[src/design/motion_pkg.sv]
/*
  Shared constants and types of the drive command front end: speeds,
  ramp timing, status bit positions, configuration and copy carriers.
  Assumes a 200 MHz system clock and speeds in whole rpm.
*/
package motion_pkg;
  localparam int SPD_W = 16;
  typedef logic signed [SPD_W-1:0] speed_t;

  localparam longint CLK_HZ = 200_000_000;
  localparam longint MAX_SPEED_RPM = 1500;
  localparam longint RAMP_UP_S = 10;
  localparam longint RAMP_DOWN_S = 10;
  localparam longint QUICK_STOP_MS = 1000;
  localparam longint CMD_SET_SWITCH_MS = 4;
  // Cycles per 1 rpm step, ramp time referred to the maximum speed
  localparam int RAMP_UP_CYC = int'((RAMP_UP_S * CLK_HZ) / MAX_SPEED_RPM);
  localparam int RAMP_DOWN_CYC =
    int'((RAMP_DOWN_S * CLK_HZ) / MAX_SPEED_RPM);
  localparam int QUICK_STOP_CYC =
    int'((QUICK_STOP_MS * CLK_HZ) / (1000 * MAX_SPEED_RPM));
  localparam int CMD_SET_SWITCH_CYC =
    int'((CMD_SET_SWITCH_MS * CLK_HZ) / 1000);
  localparam int COPY_CYC = 16;

  localparam speed_t JOG_ONE_RST = 16'h0096;
  localparam speed_t JOG_TWO_RST = 16'hff6a;
  localparam speed_t MAX_SPEED_RST = 16'h05dc;
  localparam logic [2:0] CMD_SET_COUNT_RST = 3'h2;
  localparam logic [2:0] CMD_SET_COUNT_MIN = 3'h2;
  localparam logic [2:0] CMD_SET_COUNT_MAX = 3'h4;
  localparam logic [7:0] FILTER_COMMISSION = 8'h0f;

  localparam int ST_ON = 0;
  localparam int ST_NO_QSTOP = 1;
  localparam int ST_STANDSTILL = 2;
  localparam int ST_PLUS = 4;
  localparam int ST_MINUS = 5;

  typedef struct packed {
    speed_t jog_one_speed;
    speed_t jog_two_speed;
    speed_t max_speed_limit;
    logic neg_dir_inhibit;
    logic pos_dir_inhibit;
    logic setpoint_invert;
  } cfg_s;

  localparam cfg_s CFG_RST = '{JOG_ONE_RST, JOG_TWO_RST, MAX_SPEED_RST,
                               1'b0, 1'b0, 1'b0};

  typedef struct packed {
    logic [1:0] src;
    logic [1:0] tgt;
  } copy_req_s;

  typedef enum logic [1:0] {LIM_IDLE, LIM_MOVE, LIM_STOP} lim_state_e;
endpackage

[src/design/ramp_gen.sv]
/*
  Ramp generator: moves the output speed one rpm per step toward the
  target. Assumes target held steady by the caller between changes.
*/
`timescale 1ns/1ps
`default_nettype none
module ramp_gen
  import motion_pkg::*;
#(
  parameter int UP_CYC = RAMP_UP_CYC,
  parameter int DOWN_CYC = RAMP_DOWN_CYC,
  parameter int QUICK_CYC = QUICK_STOP_CYC
) (
  input wire logic clk_sys,
  input wire logic rst_n,
  input wire speed_t target,
  input wire logic quick,
  output speed_t speed_q
);
  logic [31:0] cnt_q;
  logic [31:0] cnt_d;
  logic [31:0] period;
  logic away;
  logic up;
  logic step;
  speed_t speed_d;

  assign up = target > speed_q;
  assign away = (up && speed_q >= 0) || (!up && speed_q <= 0);
  assign period = quick ? 32'(QUICK_CYC) :
                  (away ? 32'(UP_CYC) : 32'(DOWN_CYC));
  assign step = (target != speed_q) && (cnt_q >= period - 32'h0000_0001);
  assign cnt_d = (target == speed_q || step) ? '0 : cnt_q + 32'h0000_0001;
  assign speed_d = !step ? speed_q :
                   (up ? speed_q + 16'sh0001 : speed_q - 16'sh0001);

  always_ff @(posedge clk_sys or negedge rst_n) begin
    if (!rst_n) begin
      cnt_q <= '0;
      speed_q <= '0;
    end else begin
      cnt_q <= cnt_d;
      speed_q <= speed_d;
    end
  end
endmodule
`default_nettype wire

[src/design/drive_motion_command_front_end.sv]
/*
  Command front end of a motor drive: jogging, limit position control
  and command data set selection and copying. Assumes all inputs are
  synchronous to clk_sys and speeds are signed rpm.
*/
// How it works
// - Jog accepted only when ready to switch on
// - Jog on ramps to setpoint; release stops
// - Jog speeds default +150 and -150 rpm
// - Jog uses the common ramp, 10 s
// - Maximum speed bounds setpoint, default 1500
// - Negative inhibit blocks negative rotation
// - Positive inhibit blocks positive rotation
// - Inversion negates the speed setpoint
// - Jog bits come from inputs 0, 1
// - Limit reached stops with quick ramp
// - At a limit, next move goes opposite
// - Motion starts only on start rising edge
// - No limit active: setpoint sign picks direction
// - Status word: on, no-quick-stop, standstill, limits
// - Two select bits choose command data set
// - Data set count two to four, default two
// - Copy source, target, start; device clears start
// - Active data set number is readable
// - Data set switch takes about 4 ms
`timescale 1ns/1ps
`default_nettype none
module drive_motion_command_front_end
  import motion_pkg::*;
#(
  parameter int UP_CYC = RAMP_UP_CYC,
  parameter int DOWN_CYC = RAMP_DOWN_CYC,
  parameter int QUICK_CYC = QUICK_STOP_CYC,
  parameter int SWITCH_CYC = CMD_SET_SWITCH_CYC,
  parameter int COPY_LEN = COPY_CYC
) (
  input wire logic clk_sys,
  input wire logic rst_n,
  input wire logic ready_to_switch_on,
  input wire logic [1:0] jog_select,
  input wire cfg_s cfg_in,
  input wire logic cfg_we,
  input wire logic [7:0] commissioning_filter,
  input wire logic [2:0] cmd_set_count_in,
  input wire logic cmd_set_count_we,
  input wire speed_t speed_setpoint,
  input wire logic limit_ctrl_en,
  input wire logic limit_start_input,
  input wire logic minus_limit_input_n,
  input wire logic plus_limit_input_n,
  input wire logic cmd_set_select_bit0,
  input wire logic cmd_set_select_bit1,
  input wire copy_req_s copy_in,
  input wire logic copy_start_we,
  output speed_t speed_out,
  output logic motor_on,
  output logic [7:0] limit_status_word,
  output logic [1:0] active_cmd_set,
  output logic cmd_set_copy_ctrl,
  output copy_req_s copy_req,
  output logic [2:0] cmd_set_count
);
  cfg_s cfg_q;
  logic jog_run_q;
  logic jog_two_q;
  logic start_q;
  logic dir_neg_q;
  lim_state_e lim_q;
  lim_state_e lim_d;
  logic motor_on_q;
  logic [7:0] status_q;
  logic [1:0] active_q;
  logic [1:0] pending_q;
  logic [31:0] sw_cnt_q;
  logic copy_busy_q;
  logic [31:0] copy_cnt_q;
  copy_req_s copy_q;
  logic [2:0] count_q;

  // Jog bit 0 wired from digital input 0, bit 1 from input 1
  wire jog_req = |jog_select;
  wire jog_start = jog_req && ready_to_switch_on && !jog_run_q;
  wire start_rise = limit_start_input && !start_q;
  wire plus_act = !plus_limit_input_n;
  wire minus_act = !minus_limit_input_n;
  wire speed_zero = speed_out == '0;

  // Direction for a new limit motion
  wire new_dir_neg = plus_act ? 1'b1 :
                     (minus_act ? 1'b0 : speed_setpoint < 0);
  wire new_blocked = new_dir_neg ? minus_act : plus_act;
  wire at_target = dir_neg_q ? minus_act : plus_act;
  wire lim_go = limit_ctrl_en && start_rise && !new_blocked &&
                !jog_run_q;

  always_comb begin
    lim_d = lim_q;
    unique case (lim_q)
      LIM_IDLE: begin
        if (lim_go) begin
          lim_d = LIM_MOVE;
        end
      end
      LIM_MOVE: begin
        if (at_target) begin
          lim_d = LIM_STOP;
        end else if (!limit_ctrl_en) begin
          lim_d = LIM_IDLE;
        end
      end
      LIM_STOP: begin
        if (speed_zero) begin
          lim_d = LIM_IDLE;
        end
      end
    endcase
  end

  // Setpoint path: select, invert, inhibit, clamp
  speed_t sp_mag;
  speed_t raw;
  speed_t inv;
  speed_t tgt;
  speed_t neg_max;
  assign sp_mag = speed_setpoint < 0 ? -speed_setpoint : speed_setpoint;
  assign raw = jog_run_q ?
               (jog_two_q ? cfg_q.jog_two_speed : cfg_q.jog_one_speed) :
               (lim_q == LIM_MOVE ? (dir_neg_q ? -sp_mag : sp_mag) : '0);
  assign inv = cfg_q.setpoint_invert ? -raw : raw;
  assign neg_max = -cfg_q.max_speed_limit;
  assign tgt = (inv < 0 && cfg_q.neg_dir_inhibit) ? '0 :
               (inv > 0 && cfg_q.pos_dir_inhibit) ? '0 :
               (inv > cfg_q.max_speed_limit) ? cfg_q.max_speed_limit :
               (inv < neg_max) ? neg_max : inv;

  // Jog and limit motion share the normal ramp
  ramp_gen #(
    .UP_CYC(UP_CYC),
    .DOWN_CYC(DOWN_CYC),
    .QUICK_CYC(QUICK_CYC)
  ) u_ramp (
    .clk_sys(clk_sys),
    .rst_n(rst_n),
    .target(tgt),
    .quick(lim_q == LIM_STOP),
    .speed_q(speed_out)
  );

  // Command data set index and clamp
  wire [1:0] req_idx = {cmd_set_select_bit1, cmd_set_select_bit0};
  wire [1:0] max_idx = 2'(count_q - 3'h1);
  wire [1:0] sel_idx = req_idx > max_idx ? max_idx : req_idx;
  wire sw_done = sw_cnt_q >= 32'(SWITCH_CYC) - 32'h0000_0001;
  wire count_ok = cmd_set_count_we &&
                  commissioning_filter == FILTER_COMMISSION &&
                  cmd_set_count_in >= CMD_SET_COUNT_MIN &&
                  cmd_set_count_in <= CMD_SET_COUNT_MAX;
  wire copy_done = copy_busy_q &&
                   copy_cnt_q >= 32'(COPY_LEN) - 32'h0000_0001;

  wire [7:0] status_d = {2'b00, minus_act, plus_act, 1'b0,
                         speed_zero, lim_d != LIM_STOP, lim_d == LIM_MOVE};

  always_ff @(posedge clk_sys or negedge rst_n) begin
    if (!rst_n) begin
      cfg_q <= CFG_RST;
      count_q <= CMD_SET_COUNT_RST;
    end else begin
      if (cfg_we) begin
        cfg_q <= cfg_in;
      end
      if (count_ok) begin
        count_q <= cmd_set_count_in;
      end
    end
  end

  always_ff @(posedge clk_sys or negedge rst_n) begin
    if (!rst_n) begin
      jog_run_q <= 1'b0;
      jog_two_q <= 1'b0;
      start_q <= 1'b0;
      dir_neg_q <= 1'b0;
      lim_q <= LIM_IDLE;
      motor_on_q <= 1'b0;
      status_q <= '0;
    end else begin
      start_q <= limit_start_input;
      lim_q <= lim_d;
      status_q <= status_d;
      if (!jog_req) begin
        jog_run_q <= 1'b0;
      end else if (jog_start && lim_q == LIM_IDLE) begin
        jog_run_q <= 1'b1;
        jog_two_q <= !jog_select[0];
      end
      if (lim_q == LIM_IDLE && lim_go) begin
        dir_neg_q <= new_dir_neg;
      end
      motor_on_q <= jog_run_q || lim_q == LIM_MOVE || !speed_zero;
    end
  end

  // Data set switch delay and copy sequence
  always_ff @(posedge clk_sys or negedge rst_n) begin
    if (!rst_n) begin
      active_q <= '0;
      pending_q <= '0;
      sw_cnt_q <= '0;
      copy_busy_q <= 1'b0;
      copy_cnt_q <= '0;
      copy_q <= '0;
    end else begin
      pending_q <= sel_idx;
      if (sel_idx != pending_q || sel_idx == active_q) begin
        sw_cnt_q <= '0;
      end else if (sw_done) begin
        active_q <= sel_idx;
        sw_cnt_q <= '0;
      end else begin
        sw_cnt_q <= sw_cnt_q + 32'h0000_0001;
      end
      if (copy_start_we) begin
        copy_busy_q <= 1'b1;
        copy_q <= copy_in;
        copy_cnt_q <= '0;
      end else if (copy_done) begin
        copy_busy_q <= 1'b0;
      end else if (copy_busy_q) begin
        copy_cnt_q <= copy_cnt_q + 32'h0000_0001;
      end
    end
  end

  assign motor_on = motor_on_q;
  assign limit_status_word = status_q;
  assign active_cmd_set = active_q;
  assign cmd_set_copy_ctrl = copy_busy_q;
  assign copy_req = copy_q;
  assign cmd_set_count = count_q;

  // Checks
  property p_jog_ready;
    @(posedge clk_sys) disable iff (!rst_n)
      $rose(jog_run_q) |-> $past(ready_to_switch_on);
  endproperty
  a_jog_ready: assert property (p_jog_ready)
    else $error("Jog started outside ready state");

  property p_jog_release;
    @(posedge clk_sys) disable iff (!rst_n)
      !jog_req |=> !jog_run_q;
  endproperty
  a_jog_release: assert property (p_jog_release)
    else $error("Jog still running after release");

  property p_max;
    @(posedge clk_sys) disable iff (!rst_n)
      tgt <= cfg_q.max_speed_limit && tgt >= neg_max;
  endproperty
  a_max: assert property (p_max)
    else $error("Setpoint exceeds maximum speed");

  property p_neg_inh;
    @(posedge clk_sys) disable iff (!rst_n)
      cfg_q.neg_dir_inhibit |-> tgt >= 0;
  endproperty
  a_neg_inh: assert property (p_neg_inh)
    else $error("Negative rotation not inhibited");

  property p_pos_inh;
    @(posedge clk_sys) disable iff (!rst_n)
      cfg_q.pos_dir_inhibit |-> tgt <= 0;
  endproperty
  a_pos_inh: assert property (p_pos_inh)
    else $error("Positive rotation not inhibited");

  property p_invert;
    @(posedge clk_sys) disable iff (!rst_n)
      jog_run_q && !jog_two_q && cfg_q.setpoint_invert &&
      !cfg_q.pos_dir_inhibit && !cfg_q.neg_dir_inhibit &&
      cfg_q.jog_one_speed >= 0 &&
      cfg_q.jog_one_speed <= cfg_q.max_speed_limit
      |-> tgt == -cfg_q.jog_one_speed;
  endproperty
  a_invert: assert property (p_invert)
    else $error("Inverted setpoint wrong");

  property p_start_edge;
    @(posedge clk_sys) disable iff (!rst_n)
      $rose(lim_q == LIM_MOVE) |-> $past(start_rise);
  endproperty
  a_start_edge: assert property (p_start_edge)
    else $error("Motion began without start edge");

  property p_limit_stop;
    @(posedge clk_sys) disable iff (!rst_n)
      lim_q == LIM_MOVE && at_target |=> lim_q == LIM_STOP && tgt == '0;
  endproperty
  a_limit_stop: assert property (p_limit_stop)
    else $error("No quick stop at limit");

  property p_status;
    @(posedge clk_sys) disable iff (!rst_n)
      1'b1 |=> limit_status_word[ST_PLUS] == $past(plus_act) &&
               limit_status_word[ST_MINUS] == $past(minus_act);
  endproperty
  a_status: assert property (p_status)
    else $error("Limit status bits wrong");

  // Cycles an out-of-range active set waits on a steady selection
  logic [31:0] over_cnt_q;
  always_ff @(posedge clk_sys or negedge rst_n) begin
    if (!rst_n) begin
      over_cnt_q <= '0;
    end else if (active_q > max_idx && sel_idx == pending_q) begin
      over_cnt_q <= over_cnt_q + 32'h0000_0001;
    end else begin
      over_cnt_q <= '0;
    end
  end

  // Lowered count must pull the active set in within one switch time
  property p_clamp;
    @(posedge clk_sys) disable iff (!rst_n)
      over_cnt_q <= 32'(SWITCH_CYC);
  endproperty
  a_clamp: assert property (p_clamp)
    else $error("Active data set beyond count");

  property p_copy;
    @(posedge clk_sys) disable iff (!rst_n)
      copy_start_we |=> cmd_set_copy_ctrl ##[1:1000] !cmd_set_copy_ctrl;
  endproperty
  a_copy: assert property (p_copy)
    else $error("Copy start not cleared");

  c_jog: cover property (@(posedge clk_sys) disable iff (!rst_n)
    $rose(jog_run_q));
  c_limit: cover property (@(posedge clk_sys) disable iff (!rst_n)
    lim_q == LIM_MOVE ##1 lim_q == LIM_STOP);
  c_switch: cover property (@(posedge clk_sys) disable iff (!rst_n)
    $changed(active_q));
endmodule
`default_nettype wire

[config.mk]
export PLATFORM = sky130hd
export DESIGN_NAME = drive_motion_command_front_end
export DESIGN_NICKNAME = d
export VERILOG_FILES = /design/src/design/motion_pkg.sv /design/src/design/ramp_gen.sv /design/src/design/drive_motion_command_front_end.sv
export SDC_FILE = /design/constraint.sdc
export NUM_CORES = 1
export LEC_CHECK = 0
export ABC_AREA = 1
export BUFFER_PORTS_ARGS = -buffer_cell sky130_fd_sc_hd__buf_2
export CELL_PAD_IN_SITES_DETAIL_PLACEMENT = 0
export CELL_PAD_IN_SITES_GLOBAL_PLACEMENT = 1
export CORE_UTILIZATION = 48
export CTS_CLUSTER_DIAMETER = 120
export DETAILED_ROUTE_END_ITERATION = 8
export GPL_TIMING_DRIVEN = 0
export MAX_ROUTING_LAYER = met4
export PLACE_DENSITY = 0.84
export SLEW_MARGIN = 20
export SYNTH_ARGS = -nofsm -noshare
export SYNTH_HDL_FRONTEND = slang
export SYNTH_HIERARCHICAL = 1
export SYNTH_SLANG_ARGS = --single-unit
[constraint.sdc]
create_clock -name clk_sys -period 12.7 [get_ports clk_sys]
set_input_delay 0.635 -clock clk_sys [delete_from_list [all_inputs] [get_ports clk_sys]]
set_output_delay 0.635 -clock clk_sys [all_outputs]
set_load 0.05 [all_outputs]
# --- Word level (Yosys, flattened, before mapping) ---
# Index checks and enable logic that the tools add are counted.
# W data, S select, Z words.
totals:
  reg_bits: 187
  input_bits: 96
  wordCells: 124
op_classes:
  n_addsub: 11
  magnitude_cmp: 12
  eq_ne: 11
  n_mux: 32
  bitwise: 1
  reduce_logical: 34
op_table:
  columns: ["cell", "count"]
  rows:
  - ["$mux W32", 6]
  - ["$mux W16", 11]
  - ["$add A32 B1 Y32 const B", 3]
  - ["$neg A16 Y16", 4]
  - ["$ge A32 B20 Y1 const B", 1]
  - ["$ge A32 B32 Y1", 1]
  - ["$ge A32 B4 Y1 const B", 1]
  - ["$gt A16 B16 Y1", 2]
  - ["$lt A16 B1 Y1 const B", 2]
  - ["$sub A32 B1 Y32 const B", 1]
  - ["$mux W21", 1]
  - ["$add A16 B2 Y16 const B", 1]
  - ["$eq A16 B16 Y1", 1]
  - ["$gt A16 B1 Y1 const B", 1]
  - ["$logic_not A16 Y1", 1]
  - ["$lt A16 B16 Y1", 1]
  - ["$ne A16 B16 Y1", 1]
  - ["$sub A16 B2 Y16 const B", 1]
  - ["$logic_and A1 B1 Y1", 15]
  - ["$mux W2", 5]
  - ["$eq A8 B4 Y1 const B", 1]
  - ["$mux W1", 8]
  - ["$logic_not A1 Y1", 7]
  - ["$pmux W2 S3", 1]
  - ["16 further kinds", 24]

# --- Longest topological paths before layout ---
# Gate-level depths: netlist of the first run.
logic_depth:
  word_depth: 17
  mapped_depth: 61
  depth_no_buf: 61

# --- Cells and area by module ---
# The synthesis of the first run kept the hierarchy.
by_module_without_submodules:
  columns: ["mod", "n_inst", "cells_per_inst", "area_each_um2"]
  rows:
  - ["drive_motion_command_front_end", 1, 1134, 8769.7]
  - ["ramp_gen", 1, 455, 3532.1]

# --- Worst setup path before layout of the first run ---
# Ideal clock, no wire load.
synth_timing:
  kind: "input port to flip-flop"
  start: "input port speed_setpoint[0]"
  end: "register u_ramp.speed_q[11]"
  setup_time_ns: 0.132
  t_arrival_ns: 6.497
  path_slack_ns: 6.070
  path_stages: 46
  cell_sequence: "inv_2 -> ha_1 -> inv_2 -> nor2_2 -> nand3_1 -> nand3_1 -> nand2_1 -> nor2_2 -> nand3_1 -> nand2_1 -> nand2_1 -> nand3_1 -> nand4_1 -> nor2_4 -> nand3_1 -> o21ai_1 -> xor2_1 -> inv_1 -> [10 not listed] -> inv_1 -> o21bai_1 -> nand2_1 -> a21oi_1 -> nand2_1 -> nand2_1 -> nand2_1 -> nor2_1 -> inv_1 -> ha_1 -> a21oi_1 -> o21a_1 -> nand2_1 -> nand2_1 -> nand3_1 -> or2_2 -> nand3_1 -> o21ai_0"
synth_via:
  elab_chain_len: 15
  word_cells_on_any_way: 23
  classes_between: "3 x add/sub; 6 x order compare; 1 x eq/ne; 10 x mux; 3 x reduce/logical"
synth_rtl:
  columns: ["element", "line_no", "text"]
  rows:
  - ["from (decl)", "drive_motion_command_front_end.sv:46", "input wire speed_t speed_setpoint,"]
  - ["$neg A16 Y16 or $lt A16 B1 Y1 (tied branches)", "drive_motion_command_front_end.sv:125", "assign sp_mag = speed_setpoint < 0 ? -speed_setpoint : speed_setpoint;"]
  - ["$mux W16 (*)", "drive_motion_command_front_end.sv:125", null]
  - ["$neg A16 Y16", "drive_motion_command_front_end.sv:128", "(lim_q == LIM_MOVE ? (dir_neg_q ? -sp_mag : sp_mag) : '0);"]
  - ["$mux W16 (*) (2 in a row)", "drive_motion_command_front_end.sv:128", null]
  - ["$mux W16 (*)", "drive_motion_command_front_end.sv:126", "assign raw = jog_run_q ?"]
  - ["$neg A16 Y16", "drive_motion_command_front_end.sv:129", "assign inv = cfg_q.setpoint_invert ? -raw : raw;"]
  - ["$mux W16 (*)", "drive_motion_command_front_end.sv:129", null]
  - ["$lt A16 B16 Y1", "drive_motion_command_front_end.sv:134", "(inv < neg_max) ? neg_max : inv;"]
  - ["$mux W16", "drive_motion_command_front_end.sv:134", null]
  - ["$mux W16", "drive_motion_command_front_end.sv:133", "(inv > cfg_q.max_speed_limit) ? cfg_q.max_speed_limit :"]
  - ["$mux W16", "drive_motion_command_front_end.sv:132", "(inv > 0 && cfg_q.pos_dir_inhibit) ? '0 :"]
  - ["$mux W16 (*)", "drive_motion_command_front_end.sv:131", "assign tgt = (inv < 0 && cfg_q.neg_dir_inhibit) ? '0 :"]
  - ["via tgt[13]", "drive_motion_command_front_end.sv:123", "speed_t tgt;"]
  - ["$gt A16 B16 Y1 or $ne A16 B16 Y1 (tied branches)", "ramp_gen.sv:28, ramp_gen.sv:32", null]
  - ["$mux W16 or $logic_and A1 B1 Y1 (tied branches)", "ramp_gen.sv:35, ramp_gen.sv:32", null]
  - ["to (signal assigned)", "ramp_gen.sv:43", "speed_q <= speed_d;"]
  - ["to (decl)", "ramp_gen.sv:18", "output speed_t speed_q"]
# The timed path passes the listed nets; every way through them passes the cells marked *.
# A chain may end at the register's enable or synchronous reset.

# --- Final worst setup path of the first run ---
layout_timing:
  start: "register lim_q[1]"
  end: "register u_ramp.speed_q[11]"
layout_via:
  elab_chain_len: 12
  word_cells_on_any_way: 23
  classes_between: "2 x add/sub; 6 x order compare; 3 x eq/ne; 9 x mux; 3 x reduce/logical"
layout_rtl:
  columns: ["element", "line_no", "text"]
  rows:
  - ["from (decl)", "drive_motion_command_front_end.sv:68", "lim_state_e lim_q;"]
  - ["from (signal assigned)", "drive_motion_command_front_end.sv:189", "lim_q <= lim_d;"]
  - ["$eq A2 B1 Y1 (*)", "drive_motion_command_front_end.sv:128", null]
  - ["$mux W16 (*)", "drive_motion_command_front_end.sv:128", null]
  - ["$mux W16 (*)", "drive_motion_command_front_end.sv:126", null]
  - ["$neg A16 Y16", "drive_motion_command_front_end.sv:129", null]
  - ["$mux W16 (*)", "drive_motion_command_front_end.sv:129", null]
  - ["$lt A16 B16 Y1", "drive_motion_command_front_end.sv:134", null]
  - ["$mux W16", "drive_motion_command_front_end.sv:134", null]
  - ["$mux W16", "drive_motion_command_front_end.sv:133", null]
  - ["$mux W16", "drive_motion_command_front_end.sv:132", null]
  - ["$mux W16 (*)", "drive_motion_command_front_end.sv:131", null]
  - ["via tgt[14]", "drive_motion_command_front_end.sv:123", null]
  - ["$gt A16 B16 Y1 or $ne A16 B16 Y1 (tied branches)", "ramp_gen.sv:28, ramp_gen.sv:32", null]
  - ["$mux W16 or $logic_and A1 B1 Y1 (tied branches)", "ramp_gen.sv:35, ramp_gen.sv:32", null]
# Marked as above.

==> results.ini, run 1 <==
[final_layout]
fin_nets=1931
final_core_util_pct=56.2
area_growth_pct=15.0
finalNonFillerCells=2101
drive_gt1_share_pct=18.4

[clock_network]
tritoncts=yes
worst_skew_pair.late_latency_ps=450
cts_setup_buffers=0
post_cts_resized=0
cts_max_level=4
clockRootBuffer=clkbuf_16
hold_buffers=0
numCtsBuffers=17
clock_path_buffers=2
cts.sinks=187
cts.clk_slew.worst_paths_ps=90

[logic_synthesis]
synth_area_per_cell_um2=7.74
synth_area_um2=12300
yosysSeqAreaShare_pct=38.3
synth-seq-cells=187
ys_warn_count=6
synth_cell_type_count=55
synth_ff_type=dfrtp_1
synth_area_leader_cell=dfrtp_1
synth_area_leaders=dfrtp_1 (33%), nand2_1 (9.4%), ha_1 (7.8%), inv_1 (6.7%), nand3_1 (5.7%)
synth_edf_count=0
async_reset_ff_share_pct=100
synthCells=1589
yosysMostFrequentCell=nand2_1
synth_common_cells=nand2_1 (307), inv_1 (221), dfrtp_1 (163), nor2_1 (155), nand3_1 (141)
synth.top_cell.area_share_pct=33.2

[timing]
drv_slew=0
tightest_slew_ps=765
max_freq_ghz=0.122
final.setup_skew_ps=17.3
setup_viol=0
post-route-period-util_pct=64.4
min_period_ps=8180
rsz0062_at_grt=false
setup_tns_ps=0
slew_headroom_pct=47.7
hold_viol_final=0

[drt]
first_iter_violations=483
drc_errors=0
routedWlPerCell_um=13.9
vias=10700
dr.pass1.iters=5
via_per_inst=5.07
antenna_left=0
routed_wl_um=29200

[critical_path]
worstSetupPathType=reg2reg
r2r_start=lim_q[1]
worst-r2r-setup-slack_ps=4520
end_kind=register
regToRegEndpoint=u_ramp/speed_q[11]
path_max_fanout=14
critPathLaunch=lim_q[1]
max_stage_delay_ps=550
cp_common_cell=nand2_1
start_kind=register
worstPathRequired_ps=13000
worstPathArrival_ps=8480
r2r_cells=47
crit_path_top_delay_cell=a22oi_1

[power_and_ir_drop]
pwr-share-clk_pct=16.1
leakage_nw=7.16
power_density_nw_per_um2=256
combinationalPowerShare_pct=63.2
vdd_ir_drop_max_v=0.000240
p_seq_share_pct=20.6
p_sw_mw=1.80
swShare_pct=49.7
p_int_mw=1.82

[placement]
numPortBuffers=124
place.detailed.hpwl_um=22800
dp_cells=2068
gp_congestion=0.903

[outcome]
status=completed

[die]
die_x_um=162
die_area_um2=26300
core-area_um2=25200
die_y_um=162
start_util_pct=48.9
io_pins=131
num_rows=58

[worst_hold_path]
hp-class=in2async

[global_routing]
grt_max_degree=65
grt_pass1_wl_um=49400
grt_pass1_vias=10400
grt_usage_pct=24.1
antenna_found_initial=1
grt-ovfl-total=0

[job]
maxCapViolations=0

registers in the layout, summed over array words and instances (netlist names):
register / count
cmd_set_count: 3
limit_status_word: 5
dir_neg_q: 1
cfg_q: 51
active_cmd_set: 2
copy_req: 4
pending_q: 2
jog_two_q: 1
u_ramp/speed_q: 16
lim_q: 2
sw_cnt_q: 32
u_ramp/cnt_q: 32
jog_run_q: 1
motor_on: 1
copy_cnt_q: 32
start_q: 1
cmd_set_copy_ctrl: 1
metal layers:
layer / vias to the layer above / wire length, µm / global-route usage, %
met5: - / 0 / -
li1: 5471 / - / -
met3: 19 / 1070 / 3.32
met1: 4973 / 14500 / 32.7
met4: 0 / 278 / 4.12
met2: 188 / 13300 / 38.6
power by group through the flow:
stage / clock network [mW] / logic, mW / registers, mW
2_1_floorplan: 0 / 1.71 / 0.851
3_3_place_gp: 0 / 2.24 / 0.759
3_5_place_dp: 0 / 2.28 / 0.760
4_1_cts: 0.598 / 2.30 / 0.749
5_1_grt: 0.619 / 2.63 / 0.757
6_report: 0.584 / 2.29 / 0.748
layout by cell type, fill, tap and decap left out, drive strengths merged, types with 2 or more instances in the layout:
cell	count
nand2	333
inv	249
nor2	172
dfrtp	163
nand3	159
buf	147
o21ai	94
ha	77
a21oi	68
xor2	43
clkbuf	36
nor3	31
conb	25
nand4	24
dfstp	24
mux2	21
nor4	16
xnor2	15
nor3b	14
nand3b	11
a31oi	7
clkinv	7
o21bai	6
a21o	4
or2	3
o211ai	3
a22oi	2
and3	2
o2111ai	2
a211oi	2
critical path, delay by kind of cell, from the launching register on:
family | cells | cell delay [ps]
and+or+nand+nor | 23 | 2460
AOI/OAI and AO/OA | 11 | 2140
adders and majority gates | 5 | 1490
buffers and inverters | 7 | 1350
DFF | 1 | 380
xor gates and xnor gates | 1 | 190
worst max path at each step:
| stage | end | slack (ps) | depth (start not counted) |
|---|---|---|---|
| after CTS | u_ramp/speed_q[11] | 4520 | 47 |
| after floorplan | u_ramp/speed_q[11] | 6070 | 46 |
| final | u_ramp/speed_q[11] | 4520 | 47 |
| after detailed placement | u_ramp/speed_q[11] | 4360 | 51 |
| after global routing | u_ramp/speed_q[11] | 3560 | 48 |
| after global placement | u_ramp/speed_q[11] | 4460 | 51 |
layout make-up:
type / count / area [µm²]
Antenna cell: 1 / 2.50
Buffer: 40 / 241
Clock buffer: 17 / 425
Clock inverter: 15 / 238
Fill cell: 2420 / 11000
Inverter: 241 / 907
Multi-Input combinational cell: 1144 / 6530
Sequential cell: 187 / 4710
Tap cell: 330 / 413
Timing Repair Buffer: 126 / 686
kinds of logic (layout without fill, tap and decap cells):
| group | count (synthesis) | count (layout) | share of synthesized area, % |
|---|---|---|---|
| compound gates | 195 | 195 | 8.98 |
| xor+xnor | 58 | 58 | 4.13 |
| fa+ha+maj | 78 | 78 | 7.99 |
| buf+inv | 281 | 439 | 9.34 |
| flops | 187 | 187 | 38.3 |
| mux | 21 | 21 | 1.92 |
| other cells | 2 | 26 | 0.0610 |
| simple gates | 767 | 767 | 29.3 |
metrics by stage:
step                      setup WS [ps]  instance area (µm²)  hold slack (ps)  power, mW
final                              4520                14200              102       3.62
after global routing               3560                14200              147       4.01
after CTS                          4520                14100              124       3.64
after detailed placement           4360                13500              455       3.04
after global placement             4460                13400              447       2.99
after floorplan                    6070                12400              339       2.56
Power figures use the tool's default switching activity.
==> run 2, diff against run 1 <==
--- a/config.mk
+++ b/config.mk
@@ -5,16 +5,16 @@
 export SDC_FILE = /design/constraint.sdc
 export NUM_CORES = 1
 export LEC_CHECK = 0
-export ABC_AREA = 1
+export ABC_AREA = 0
 export BUFFER_PORTS_ARGS = -buffer_cell sky130_fd_sc_hd__buf_2
 export CELL_PAD_IN_SITES_DETAIL_PLACEMENT = 0
 export CELL_PAD_IN_SITES_GLOBAL_PLACEMENT = 1
-export CORE_UTILIZATION = 48
+export CORE_UTILIZATION = 42
 export CTS_CLUSTER_DIAMETER = 120
 export DETAILED_ROUTE_END_ITERATION = 8
 export GPL_TIMING_DRIVEN = 0
 export MAX_ROUTING_LAYER = met4
-export PLACE_DENSITY = 0.84
+export PLACE_DENSITY = 0.75
 export SLEW_MARGIN = 20
 export SYNTH_ARGS = -nofsm -noshare
 export SYNTH_HDL_FRONTEND = slang
==> constraint.sdc (replaced) <==
create_clock -name clk_sys -period 7.5 [get_ports clk_sys]
set_input_delay 0.375 -clock clk_sys [delete_from_list [all_inputs] [get_ports clk_sys]]
set_output_delay 0.375 -clock clk_sys [all_outputs]
set_load 0.05 [all_outputs]
==> run 2 against run 1 <==
Net effect: the run now ends with setup timing left; sequential cell count did not move; core utilization fell by 2.1 points; total power rose by 99%; clock-buffer cell count rose by 1; via count fell by 1.5%; fmax rose by 4.7%; final cell count fell by 7.9%; sequential power rose by 74%; clock skew fell by 4.0 ps; sequential share of layout area fell by 2.9 points; synthesized cell count fell by 18%; highest routed layer unchanged.
==> results.ini, run 2 <==
[timing]
hold_viol_final=0  ; unchanged
max_freq_ghz=0.128  ; +4.7%
slew_headroom_pct=49.7  ; +2.1 points
tightest_slew_ps=749  ; -16.2 ps
min_period_ps=7810  ; -364 ps
setup_ws_ps=-314  ; -4840 ps
drv_slew=0  ; unchanged
final.setup_skew_ps=13.3  ; -4.01 ps
hold_ws_ps=51.2  ; -51.1 ps
rsz0062_at_grt=true
post-route-period-util_pct=104  ; +40 points
setup_viol=10  ; +10

[final_layout]
fin_nets=1709  ; -11%
most-common-layout-cells=dfrtp_1 (160), buf_2 (126), nand2_1 (118), nor2_1 (113), ha_1 (61)
drive_gt1_share_pct=30.2  ; +12 points
top_register=cfg_q
area_growth_pct=26.8
largest_reg_flops=51  ; unchanged
final_common_cell=dfrtp_1

[logic_synthesis]
synthMuxAreaShare_pct=6.29  ; +4.4 points
yosysSeqAreaShare_pct=38.5  ; +0.17 points
synth_area_leaders=dfrtp_1 (33%), ha_1 (7.9%), dfstp_2 (5.1%), mux2_2 (5.1%), xnor2_1 (3.9%)
synthCells=1305  ; -18%
synth_area_leader_cell=dfrtp_1
synth_top_family_by_area=simple AND/OR/NAND/NOR gates
synth-compound-area-share_pct=16.2  ; +7.2 points
synth_cell_type_count=90  ; +64%
ys_warn_count=6  ; unchanged
yosys.area_share.adder_pct=8.03  ; +0.035 points
synth_area_per_cell_um2=9.39  ; +21%
synth_common_cells=dfrtp_1 (163), nand2_1 (118), nor2_1 (115), ha_1 (77), inv_1 (67)
async_reset_ff_share_pct=100  ; unchanged
synth-simple-area-share_pct=19.1  ; -10 points
yosysMostFrequentCell=dfrtp_1
synth-xor-area-share_pct=7.71  ; +3.6 points
synth_area_um2=12200  ; -0.44%
synth_ff_type=dfrtp_1
synth.top_cell.area_share_pct=33.3  ; +0.15 points
synth_edf_count=0  ; unchanged
synth-seq-cells=187  ; unchanged

[critical_path]
worstSetupPathType=reg2reg
worstPathRequired_ps=7840  ; -5160 ps
max_stage_delay_ps=470  ; -80 ps
worst-r2r-setup-slack_ps=-310  ; -4840 ps
r2r_start=jog_two_q
crit_path_top_delay_cell=dfrtp_2
start_kind=register
path_max_fanout=8  ; -6
cp_top_family=compound AO/OA/AOI/OAI gates
end_kind=register
critPathLaunch=jog_two_q
worstPathArrival_ps=8160  ; -320 ps
worst-path-buf-inv=5  ; -2

[placement]
gp_congestion=0.916  ; +1.5%
numPortBuffers=122  ; -1.6%
place.detailed.hpwl_um=23600  ; +3.5%
place_ws_ps=-1510  ; -5870 ps

[power_and_ir_drop]
vdd_ir_drop_max_v=0.000325  ; +36%
pwr-share-clk_pct=12.9  ; -3.2 points
power_density_nw_per_um2=463  ; +81%
swShare_pct=44.2  ; -5.5 points
p_int_mw=4.02  ; +120%
combinationalPowerShare_pct=69.0  ; +5.8 points
p_total_mw=7.20  ; +99%
leakage_nw=6.80  ; -5.1%
p_seq_share_pct=18.1  ; -2.5 points
p_sw_mw=3.18  ; +77%

[clock_network]
worst_skew_pair.late_latency_ps=450  ; about the same
tritoncts=yes
clock_path_buffers=2  ; unchanged
cts.sinks=187  ; unchanged
cts.clk_slew.worst_paths_ps=80  ; about the same
numCtsBuffers=17  ; unchanged
cts_max_level=4  ; unchanged
clockRootBuffer=clkbuf_16

[die]
core-area_um2=28700  ; +14%
num_rows=62  ; +6.9%
io_pins=131  ; unchanged
start_util_pct=42.7  ; -6.2 points
die_area_um2=29800  ; +14%
die_x_um=173  ; +6.6%
die_y_um=173  ; +6.6%

[drt]
first_iter_violations=694  ; +44%
antenna_left=0  ; unchanged
via_per_inst=5.42  ; +7.0%
vias=10500  ; -1.5%
routedWlPerCell_um=16.8  ; +21%
routed_wl_um=32600  ; +12%
dr.pass1.iters=5  ; unchanged
drc_errors=0  ; unchanged

[worst_hold_path]
hold_start=limit_start_input
hp-class=in2reg

[global_routing]
grt_usage_pct=22.7  ; -1.4 points
grt_max_degree=69  ; +6.2%
antenna_found_initial=1  ; unchanged
grt_pass1_wl_um=53200  ; +7.8%
grt_pass1_vias=10200  ; -1.4%
grt-ovfl-total=0  ; unchanged

[outcome]
status=finished, violations left
violations=setup timing

[job]
maxCapViolations=0  ; unchanged

## run 2: worst paths after layout
| path | end | cells after the start |
|---|---|---|
| min in group asynchronous | active_cmd_set[1] | 2 |
| worst max register to register | u_ramp/speed_q[13] | 35 |
| worst min-delay path | start_q | 1 |
| worst max-delay path | u_ramp/speed_q[13] | 35 |
| max in group asynchronous | cfg_q[32] | 4 |
| worst min register to register | sw_cnt_q[0] | 1 |
## run 2: stage by stage
step	area (µm²)	cells	utilization (%)	TNS, ps
after CTS	15300	1923	53.3	-1060
after global routing	15500	1933	54.1	-5800
after global placement	13700	1834	47.7	-17220
after detailed placement	13700	1836	47.9	-17640
final	15500	1934	54.1	-2250
after floorplan	12600	1328	-	-436
## run 2: power groups by stage
stage | Clock [mW] | Sequential (mW) | Combinational [mW]
after CTS | 0.950 | 1.30 | 4.71
after detailed placement | 0 | 1.31 | 3.68
final | 0.928 | 1.30 | 4.97
after floorplan | 0 | 1.46 | 2.72
after global placement | 0 | 1.30 | 3.60
after global routing | 0.990 | 1.32 | 5.42
## run 2: metal layers
layer	track usage, %	share of wire, %	vias up
li1	-	-	5169
met1	30.5	47	5054
met2	36.2	47	226
met3	2.97	3.9	40
met4	5.68	1.6	0
met5	-	0	-
## run 2: cell families after synthesis
family | count (synthesis)
xor+xnor | 107
simple gates | 454
flops | 187
compound gates | 283
fa+ha+maj | 78
buf+inv | 124
mux | 70
other cells | 2
## run 2: cell type report
cell class	count	area, µm²
antenna	2	5.00
buffer	54	373
clock buffer	18	439
clock inverter	14	171
fill	2621	13200
inverter	68	258
multi-input combinational	1017	7830
sequential	187	4710
tap	384	480
timing repair buffer	190	1260
## run 2: timing repair
item,CTS,global route
resized for setup,113,37
pin swaps,75,32
buffers inserted,55,12
hold buffers,1,0
endpoints found under the setup margin,15,15
hold endpoints to repair,59,0
gates cloned,2,0
